File: src/pkg/pmc_pkg.sv
`default_nettype none
package pmc_pkg;
    // bus geometry
    localparam int         AXI_DATA_W     = 32;
    localparam int         AXI_ADDR_W     = 12;
    localparam int         AXI_ADDR_W_MIN = 10;
    // register indices, byte address is four times the index
    localparam logic [7:0] CARD_CTRL_IDX  = 8'h91;
    localparam logic [7:0] PM_CAP_IDX     = 8'ha0;
    // card control byte layout
    localparam int         RING_GATE_BIT  = 7;
    localparam logic       RING_GATE_RST  = 1'h0;
    // capability header layout
    localparam int         WAKE_LSB       = 27;
    localparam int         WAKE_MSB       = 31;
    localparam int         D2_BIT         = 26;
    localparam int         D1_BIT         = 25;
    localparam int         DYN_BIT        = 24;
    localparam int         RSVD_LSB       = 22;
    localparam int         RSVD_MSB       = 23;
    localparam int         DSI_BIT        = 21;
    localparam int         AUX_BIT        = 20;
    localparam int         CLK_BIT        = 19;
    localparam int         VER_LSB        = 16;
    localparam int         VER_MSB        = 18;
    localparam int         NEXT_LSB       = 8;
    localparam int         NEXT_MSB       = 15;
    localparam int         ID_LSB         = 0;
    localparam int         ID_MSB         = 7;
    // capability header contents
    localparam logic [4:0] WAKE_STATES    = 5'h0e;
    localparam logic       SUPPORT_RST    = 1'h0;
    localparam logic       DYN_DATA_VAL   = 1'h0;
    localparam logic       DSI_VAL        = 1'h0;
    localparam logic       AUX_POWER_VAL  = 1'h0;
    localparam logic       NEEDS_CLK_VAL  = 1'h0;
    localparam logic [2:0] VERSION_VAL    = 3'h1;
    localparam logic [7:0] NEXT_PTR_VAL   = 8'h00;
    localparam logic [7:0] CAP_ID_VAL     = 8'h01;
    // bus responses
    localparam logic [1:0] RESP_OKAY      = 2'h0;
    localparam logic [1:0] RESP_SLVERR    = 2'h2;
    // channel states
    typedef enum logic [1:0] {
        PMC_WR_COLLECT = 2'b01,
        PMC_WR_RESP    = 2'b10
    } pmc_wr_state_t;
    typedef enum logic [1:0] {
        PMC_RD_IDLE = 2'b01,
        PMC_RD_RESP = 2'b10
    } pmc_rd_state_t;
endpackage
`default_nettype wire

File: src/hdl/pmc_regs.sv
// The AXI4-Lite interface to the registers was chosen for this implementation.
`timescale 1ns/1ps
`default_nettype none

// How it works
// - card control bit 7 gates ring indicate output; resets to 0, disabled.
// - reserved control bits 6:0 and header bits 23:22 read zero, ignore writes.
// - header bits 31:27 list power states that may raise the wake signal.
// - bit 27 clear: no wake from fully-on state.
// - bit 28 set: wake possible from state one.
// - bit 29 set: wake possible from state two.
// - bit 30 set: wake possible from hot off state.
// - bit 31 clear: no wake from cold off state.
// - bit 26 reports state two support, zero by default, one when enabled.
// - bit 25 reports state one support, zero by default, one when enabled.
// - bit 24 reads zero: dynamic data reporting unsupported.
// - bit 21 reads zero: no device specific initialisation needed.
// - bit 20 reads zero: auxiliary power source unsupported.
// - bit 19 reads zero: wake works without the bus clock.
// - bits 18:16 read 001, revision 1.0 compliance.
// - bits 15:8 read zero, end of capability list.
// - bits 7:0 read 01h, power management capability identifier.
// - capability header is read only; writes leave it unchanged.
module pmc_regs #(
    parameter int ADDR_W = pmc_pkg::AXI_ADDR_W
) (
    input  wire logic                ref_clk,
    input  wire logic                rst_n,
    // write address channel
    input  wire logic [ADDR_W-1:0]   s_axi_awaddr,
    input  wire logic [2:0]          s_axi_awprot,
    input  wire logic                s_axi_awvalid,
    output var  logic                s_axi_awready,
    // write data channel
    input  wire logic [31:0]         s_axi_wdata,
    input  wire logic [3:0]          s_axi_wstrb,
    input  wire logic                s_axi_wvalid,
    output var  logic                s_axi_wready,
    // write response channel
    output var  logic [1:0]          s_axi_bresp,
    output var  logic                s_axi_bvalid,
    input  wire logic                s_axi_bready,
    // read address channel
    input  wire logic [ADDR_W-1:0]   s_axi_araddr,
    input  wire logic [2:0]          s_axi_arprot,
    input  wire logic                s_axi_arvalid,
    output var  logic                s_axi_arready,
    // read data channel
    output var  logic [31:0]         s_axi_rdata,
    output var  logic [1:0]          s_axi_rresp,
    output var  logic                s_axi_rvalid,
    input  wire logic                s_axi_rready,
    // straps and ring path
    input  wire logic                strap_state_one_en,
    input  wire logic                strap_state_two_en,
    input  wire logic                ring_indicate_src,
    output var  logic                ring_indicate_output
);

    initial begin
        if (ADDR_W < pmc_pkg::AXI_ADDR_W_MIN || ADDR_W > 32) begin
            $error("pmc_regs: ADDR_W out of range");
        end
        if (pmc_pkg::RING_GATE_BIT > 7) begin
            $error("pmc_regs: gate bit outside control byte");
        end
        if (pmc_pkg::WAKE_MSB - pmc_pkg::WAKE_LSB != 4) begin
            $error("pmc_regs: wake field not five bits");
        end
        if (pmc_pkg::RSVD_MSB - pmc_pkg::RSVD_LSB != 1) begin
            $error("pmc_regs: reserved field not two bits");
        end
        if (pmc_pkg::VER_MSB - pmc_pkg::VER_LSB != 2) begin
            $error("pmc_regs: version field not three bits");
        end
        if (pmc_pkg::NEXT_MSB - pmc_pkg::NEXT_LSB != 7) begin
            $error("pmc_regs: next pointer not one byte");
        end
        if (pmc_pkg::ID_MSB - pmc_pkg::ID_LSB != 7) begin
            $error("pmc_regs: identifier not one byte");
        end
        if (pmc_pkg::CARD_CTRL_IDX == pmc_pkg::PM_CAP_IDX) begin
            $error("pmc_regs: register indices collide");
        end
    end

    // byte addresses of the two registers
    localparam logic [ADDR_W-1:0] CTRL_ADDR =
        ADDR_W'({pmc_pkg::CARD_CTRL_IDX, 2'b00});
    localparam logic [ADDR_W-1:0] CAP_ADDR  =
        ADDR_W'({pmc_pkg::PM_CAP_IDX, 2'b00});

    // channel state
    pmc_pkg::pmc_wr_state_t wr_state_q;
    pmc_pkg::pmc_wr_state_t wr_state_d;
    pmc_pkg::pmc_rd_state_t rd_state_q;
    pmc_pkg::pmc_rd_state_t rd_state_d;

    // write holding
    logic                awready_q;
    logic                wready_q;
    logic                aw_full_q;
    logic                w_full_q;
    logic [ADDR_W-1:0]   aw_addr_q;
    logic [31:0]         w_data_q;
    logic [3:0]          w_strb_q;
    logic                bvalid_q;
    logic [1:0]          bresp_q;

    // read holding
    logic                arready_q;
    logic                rvalid_q;
    logic [31:0]         rdata_q;
    logic [1:0]          rresp_q;

    // register contents
    logic                ring_gate_q;
    logic                state_one_q;
    logic                state_two_q;
    logic                strap_done_q;
    logic                ring_out_q;

    // handshakes and decode
    logic                aw_take;
    logic                w_take;
    logic                b_take;
    logic                ar_take;
    logic                r_take;
    logic                wr_fire;
    logic                wr_hit_ctrl;
    logic                wr_hit_cap;
    logic                rd_hit_ctrl;
    logic                rd_hit_cap;
    logic [31:0]         cap_word;
    logic [31:0]         ctrl_word;

    assign aw_take     = s_axi_awvalid && awready_q;
    assign w_take      = s_axi_wvalid && wready_q;
    assign b_take      = bvalid_q && s_axi_bready;
    assign ar_take     = s_axi_arvalid && arready_q && (rd_state_q == pmc_pkg::PMC_RD_IDLE);
    assign r_take      = rvalid_q && s_axi_rready;
    assign wr_fire     = (wr_state_q == pmc_pkg::PMC_WR_COLLECT)
                         && aw_full_q && w_full_q;
    assign wr_hit_ctrl = (aw_addr_q == CTRL_ADDR);
    assign wr_hit_cap  = (aw_addr_q == CAP_ADDR);
    assign rd_hit_ctrl = (s_axi_araddr == CTRL_ADDR);
    assign rd_hit_cap  = (s_axi_araddr == CAP_ADDR);

    // capability header image
    always_comb begin
        cap_word = 32'h0000_0000;
        cap_word[pmc_pkg::WAKE_MSB:pmc_pkg::WAKE_LSB] =
            pmc_pkg::WAKE_STATES;
        cap_word[pmc_pkg::D2_BIT]  = state_two_q;
        cap_word[pmc_pkg::D1_BIT]  = state_one_q;
        cap_word[pmc_pkg::DYN_BIT] = pmc_pkg::DYN_DATA_VAL;
        cap_word[pmc_pkg::RSVD_MSB:pmc_pkg::RSVD_LSB] = 2'h0;
        cap_word[pmc_pkg::DSI_BIT] = pmc_pkg::DSI_VAL;
        cap_word[pmc_pkg::AUX_BIT] = pmc_pkg::AUX_POWER_VAL;
        cap_word[pmc_pkg::CLK_BIT] = pmc_pkg::NEEDS_CLK_VAL;
        cap_word[pmc_pkg::VER_MSB:pmc_pkg::VER_LSB] =
            pmc_pkg::VERSION_VAL;
        cap_word[pmc_pkg::NEXT_MSB:pmc_pkg::NEXT_LSB] =
            pmc_pkg::NEXT_PTR_VAL;
        cap_word[pmc_pkg::ID_MSB:pmc_pkg::ID_LSB] =
            pmc_pkg::CAP_ID_VAL;
    end

    // card control image, reserved bits zero
    always_comb begin
        ctrl_word = 32'h0000_0000;
        ctrl_word[pmc_pkg::RING_GATE_BIT] = ring_gate_q;
    end

    // write channel state
    always_comb begin
        wr_state_d = wr_state_q;
        case (wr_state_q)
            pmc_pkg::PMC_WR_COLLECT: begin
                if (wr_fire) begin
                    wr_state_d = pmc_pkg::PMC_WR_RESP;
                end
            end
            pmc_pkg::PMC_WR_RESP: begin
                if (b_take) begin
                    wr_state_d = pmc_pkg::PMC_WR_COLLECT;
                end
            end
            default: begin
                wr_state_d = pmc_pkg::PMC_WR_COLLECT;
            end
        endcase
    end

    always_ff @(posedge ref_clk or negedge rst_n) begin
        if (!rst_n) begin
            wr_state_q <= pmc_pkg::PMC_WR_COLLECT;
        end else begin
            wr_state_q <= wr_state_d;
        end
    end

    // write address ready
    always_ff @(posedge ref_clk or negedge rst_n) begin
        if (!rst_n) begin
            awready_q <= 1'b1;
        end else if (aw_take) begin
            awready_q <= 1'b0;
        end else if (b_take) begin
            awready_q <= 1'b1;
        end
    end

    // write address capture
    always_ff @(posedge ref_clk or negedge rst_n) begin
        if (!rst_n) begin
            aw_full_q <= 1'b0;
            aw_addr_q <= '0;
        end else if (aw_take) begin
            aw_full_q <= 1'b1;
            aw_addr_q <= s_axi_awaddr;
        end else if (wr_fire) begin
            aw_full_q <= 1'b0;
        end
    end

    // write data ready
    always_ff @(posedge ref_clk or negedge rst_n) begin
        if (!rst_n) begin
            wready_q <= 1'b1;
        end else if (w_take) begin
            wready_q <= 1'b0;
        end else if (b_take) begin
            wready_q <= 1'b1;
        end
    end

    // write data capture
    always_ff @(posedge ref_clk or negedge rst_n) begin
        if (!rst_n) begin
            w_full_q <= 1'b0;
            w_data_q <= 32'h0000_0000;
            w_strb_q <= 4'h0;
        end else if (w_take) begin
            w_full_q <= 1'b1;
            w_data_q <= s_axi_wdata;
            w_strb_q <= s_axi_wstrb;
        end else if (wr_fire) begin
            w_full_q <= 1'b0;
        end
    end

    // write response valid
    always_ff @(posedge ref_clk or negedge rst_n) begin
        if (!rst_n) begin
            bvalid_q <= 1'b0;
        end else if (wr_fire) begin
            bvalid_q <= 1'b1;
        end else if (b_take) begin
            bvalid_q <= 1'b0;
        end
    end

    // write response code
    always_ff @(posedge ref_clk or negedge rst_n) begin
        if (!rst_n) begin
            bresp_q <= pmc_pkg::RESP_OKAY;
        end else if (wr_fire && (wr_hit_ctrl || wr_hit_cap)) begin
            bresp_q <= pmc_pkg::RESP_OKAY;
        end else if (wr_fire) begin
            bresp_q <= pmc_pkg::RESP_SLVERR;
        end
    end

    // card control store, only the gate bit is kept
    always_ff @(posedge ref_clk or negedge rst_n) begin
        if (!rst_n) begin
            ring_gate_q <= pmc_pkg::RING_GATE_RST;
        end else if (wr_fire && wr_hit_ctrl && w_strb_q[0]) begin
            ring_gate_q <= w_data_q[pmc_pkg::RING_GATE_BIT];
        end
    end

    // header has no store; writes to it are answered and dropped

    // first edge after reset release
    always_ff @(posedge ref_clk or negedge rst_n) begin
        if (!rst_n) begin
            strap_done_q <= 1'b0;
        end else begin
            strap_done_q <= 1'b1;
        end
    end

    // support straps caught once after reset release
    always_ff @(posedge ref_clk or negedge rst_n) begin
        if (!rst_n) begin
            state_one_q  <= pmc_pkg::SUPPORT_RST;
            state_two_q  <= pmc_pkg::SUPPORT_RST;
        end else if (!strap_done_q) begin
            state_one_q  <= strap_state_one_en;
            state_two_q  <= strap_state_two_en;
        end
    end

    // gated ring output
    always_ff @(posedge ref_clk or negedge rst_n) begin
        if (!rst_n) begin
            ring_out_q <= 1'b0;
        end else begin
            ring_out_q <= ring_gate_q && ring_indicate_src;
        end
    end

    // read channel state
    always_comb begin
        rd_state_d = rd_state_q;
        case (rd_state_q)
            pmc_pkg::PMC_RD_IDLE: begin
                if (ar_take) begin
                    rd_state_d = pmc_pkg::PMC_RD_RESP;
                end
            end
            pmc_pkg::PMC_RD_RESP: begin
                if (r_take) begin
                    rd_state_d = pmc_pkg::PMC_RD_IDLE;
                end
            end
            default: begin
                rd_state_d = pmc_pkg::PMC_RD_IDLE;
            end
        endcase
    end

    always_ff @(posedge ref_clk or negedge rst_n) begin
        if (!rst_n) begin
            rd_state_q <= pmc_pkg::PMC_RD_IDLE;
        end else begin
            rd_state_q <= rd_state_d;
        end
    end

    // read answer
    always_ff @(posedge ref_clk or negedge rst_n) begin
        if (!rst_n) begin
            arready_q <= 1'b1;
            rvalid_q  <= 1'b0;
            rdata_q   <= 32'h0000_0000;
            rresp_q   <= pmc_pkg::RESP_OKAY;
        end else if (ar_take) begin
            arready_q <= 1'b0;
            rvalid_q  <= 1'b1;
            if (rd_hit_ctrl) begin
                rdata_q <= ctrl_word;
                rresp_q <= pmc_pkg::RESP_OKAY;
            end else if (rd_hit_cap) begin
                rdata_q <= cap_word;
                rresp_q <= pmc_pkg::RESP_OKAY;
            end else begin
                rdata_q <= 32'h0000_0000;
                rresp_q <= pmc_pkg::RESP_SLVERR;
            end
        end else if (r_take) begin
            arready_q <= 1'b1;
            rvalid_q  <= 1'b0;
        end
    end

    assign s_axi_awready        = awready_q;
    assign s_axi_wready         = wready_q;
    assign s_axi_bvalid         = bvalid_q;
    assign s_axi_bresp          = bresp_q;
    assign s_axi_arready        = arready_q;
    assign s_axi_rvalid         = rvalid_q;
    assign s_axi_rdata          = rdata_q;
    assign s_axi_rresp          = rresp_q;
    assign ring_indicate_output = ring_out_q;

endmodule // pmc_regs

`default_nettype wire

File: config.mk
export PLATFORM = sky130hd
export DESIGN_NAME = pmc_regs
export DESIGN_NICKNAME = d
export VERILOG_FILES = /design/src/pkg/pmc_pkg.sv /design/src/hdl/pmc_regs.sv
export SDC_FILE = /design/constraint.sdc
export NUM_CORES = 1
export LEC_CHECK = 0
export BUFFER_PORTS_ARGS = -buffer_cell sky130_fd_sc_hd__buf_2
export CAP_MARGIN = 0
export CORE_MARGIN = 8
export CORE_UTILIZATION = 30
export DETAILED_ROUTE_END_ITERATION = 6
export MAX_ROUTING_LAYER = met4
export PLACE_DENSITY_LB_ADDON = 0.25
export SYNTH_ARGS = -nofsm -noshare
export SYNTH_HDL_FRONTEND = slang
export SYNTH_SLANG_ARGS = --single-unit
File: constraint.sdc
create_clock -name ref_clk -period 1.6 [get_ports ref_clk]
set_clock_uncertainty 0.05 [all_clocks]
set_input_delay 0.08 -clock ref_clk [delete_from_list [all_inputs] [get_ports ref_clk]]
set_output_delay 0.08 -clock ref_clk [all_outputs]
set_load 0.005 [all_outputs]
==> reports/metrics.cfg <==
[status]
status = complete, no violations

[synthesis]
synth_top_area_cell = dfrtp_1
yosysMostFrequentCell = dfrtp_1
synth_area_leaders = dfrtp_1 (46%), buf_4 (13%), mux2_2 (11%), dfstp_2 (7.9%), nand2_1 (4.0%)
synth.distinct_cells = 24
synth-edff-count = 0
syn_area_sq_um = 1670
ys_warn_count = 0
avgSynthCellArea_sq_um = 11.4
ys_seq_elements = 36
ys_async_sr_fraction = 1.00
synth_commonest_cells = dfrtp_1 (31), buf_4 (30), nand2_1 (18)
yosys.area.top_type_share = 0.465
postSynthCellCount = 146
ys.flop_type = dfrtp_1
yosysSeqAreaShare = 0.543

[place]
hpwl_um = 2760
place_congestion = 0.665
place_inst = 266
io_buffers = 51
pre_cts_slack_ns = 0.0170

[drt]
avgViaCountPerCell = 4.03
drtPass1Iterations = 2
detail_route.iter0.violations = 10
wl_um = 3580
drtAntennaViolNets = 0
vias = 1194
wl_per_cell_um = 12.1
drc_errors = 0

[global_routing]
grt.overflow.total = 0
grt_pass1_vias = 1371
grt_usage = 0.0934
grt_pass1_wl_um = 6100
grt_max_degree = 20
antenna_found_initial = 0

[clocking]
clock_sinks = 36
root_buffer = clkbuf_8
htreeDepth = 2
clk_latency_ns = 0.29
clock_path_buffers = 2
cts_setup_buffers = 0
cts_buffers = 5
path_clk_slew_ns = 0.07
cts_tree = yes

[finish]
fin_cells = 296
diodes = 0
drive_gt1_frac = 0.393
nets = 299
area_delta_synth_final_pct = 35.0

[sta]
rsz0062_at_grt = no
finalSetupTns_ns = 0
min_period_over_period = 0.913
hold_violations = 0
fin_crit_ns = 1.46
fmax_ghz = 0.684
timing.final.ws_setup_ns = 0.139
setup_viol = 0
slew_violations = 0

[floorplan]
ioPinCount = 118
rows = 27
die_area_sq_um = 8210
start_util = 0.307
die-height_um = 90.6
die_w_um = 90.6
design.core.area_sq_um = 5440

[pwr]
vdd_drop_max_uv = 804
leakagePower_uw = 0.00111
cellPowerDensity_nw_per_um2 = 1310
p_total_uw = 2940

[setup_path]
cp.required_ns = 1.73
path_max_fanout = 2
crit_buf_inv = 0
cpLargestDelayFamily = simple AND/OR/NAND/NOR gates
cp-end-kind = flop
critPathSlowestCell = dfrtp_1
crit_type = flop to flop
critPathArrivalTime_ns = 1.59
cp_slowest_stage_delay_ns = 0.39
path_cells = nor4b_2 -> nand3_1 -> nor3_2 -> mux2_2
cp-start-kind = flop

[min_path]
hp-class = primary input to flop

[flow_run]
cap_viol_max_count = 0

cell type report:
class,count,area (sq um)
clock buffers,6,72.6
clock inverters,2,35.0
fillers,553,3190
inverters,4,15.0
multi-input cells,100,623
flip-flops and latches,36,907
well taps,72,90.1
repair buffers,76,510
final timing paths:
| path | startpoint | endpoint | slack (ns) | cells past startpoint |
|---|---|---|---|---|
| setup / recovery | aw_addr_q[4] | ring_gate_q | 0.14 | 4 |
| hold / removal | s_axi_araddr[2] | s_axi_rdata[29] | 0.06 | 3 |
| setup reg to reg | aw_addr_q[4] | ring_gate_q | 0.14 | 4 |
| hold reg to reg | s_axi_rresp[1] | s_axi_rresp[1] | 0.42 | 2 |
| max in group asynchronous | rst_n | s_axi_wready | 0.75 | 3 |
| min in group asynchronous | rst_n | aw_addr_q[0] | 0.22 | 2 |
state kept, by name, indices dropped and copies added, names as in the netlist:
name,cells
ring_indicate_output,1
s_axi_bresp,1
wr_state_q,2
ring_gate_q,1
w_full_q,1
state_two_q,1
s_axi_rresp,1
s_axi_arready,1
w_data_q,1
aw_addr_q,12
s_axi_wready,1
aw_full_q,1
s_axi_rvalid,1
s_axi_rdata,4
rd_state_q,2
state_one_q,1
strap_done_q,1
s_axi_bvalid,1
w_strb_q,1
s_axi_awready,1
cell usage in the layout (no fill, tap or decap), drive strengths merged:
cell type,n
dfrtp,31
nor4b,2
clkinv,1
and3b,1
buf,54
clkbuf,6
nand2,18
and4b,1
nand3,3
or3b,1
a21oi,3
o21ai,9
bufinv,1
conb,27
nand3b,3
mux2,17
inv,4
nand4b,3
nor2,4
and2,2
or4b,1
dlygate4sd3,22
dfstp,5
nor3,3
mux2i,2
logic make-up after synthesis:
| group | Yosys count | synth area share |
|---|---|---|
| AOI/OAI and AO/OA | 12 | 0.0360 |
| buffers and inverters | 35 | 0.146 |
| DFF | 36 | 0.543 |
| muxes | 19 | 0.127 |
| other | 2 | 0.00450 |
| and+or+nand+nor | 42 | 0.143 |
tightest hold or removal path, delay by kind of cell:
family          cells  cell delay, ns
simple gates        1            0.13
compound gates      1            0.05
buf+inv             1            0.10
metal layers:
| metal | GRT usage | vias up | part of all wire |
|---|---|---|---|
| li1 | - | 588 | - |
| met1 | 0.0853 | 555 | 0.39 |
| met2 | 0.161 | 42 | 0.51 |
| met3 | 0.0424 | 9 | 0.079 |
| met4 | 0.0458 | 0 | 0.017 |
| met5 | - | - | 0 |
metrics by stage:
stage	hold slack [ns]	area, sq um	utilization
finish	0.0649	2250	0.414
global placement	0.00875	1910	0.352
floorplan	-0.266	1760	-
CTS	0.0569	2250	0.413
detailed placement	0.00957	1910	0.352
global route	0.0745	2250	0.414
report_power, final:
part           leakage, uW  internal (uW)  switching [uW]
Combinational     0.000616            410             290
Clock            0.0000552            462             321
Sequential        0.000441           1260             200
timing repair:
item,CTS,global route
gates cloned,0,0
pin swaps,0,3
hold endpoints to repair,37,0
setup endpoints to repair,1,1
hold buffers,22,0
gates resized for setup,1,1
Note: power is estimated with default switching activity, not from simulation.
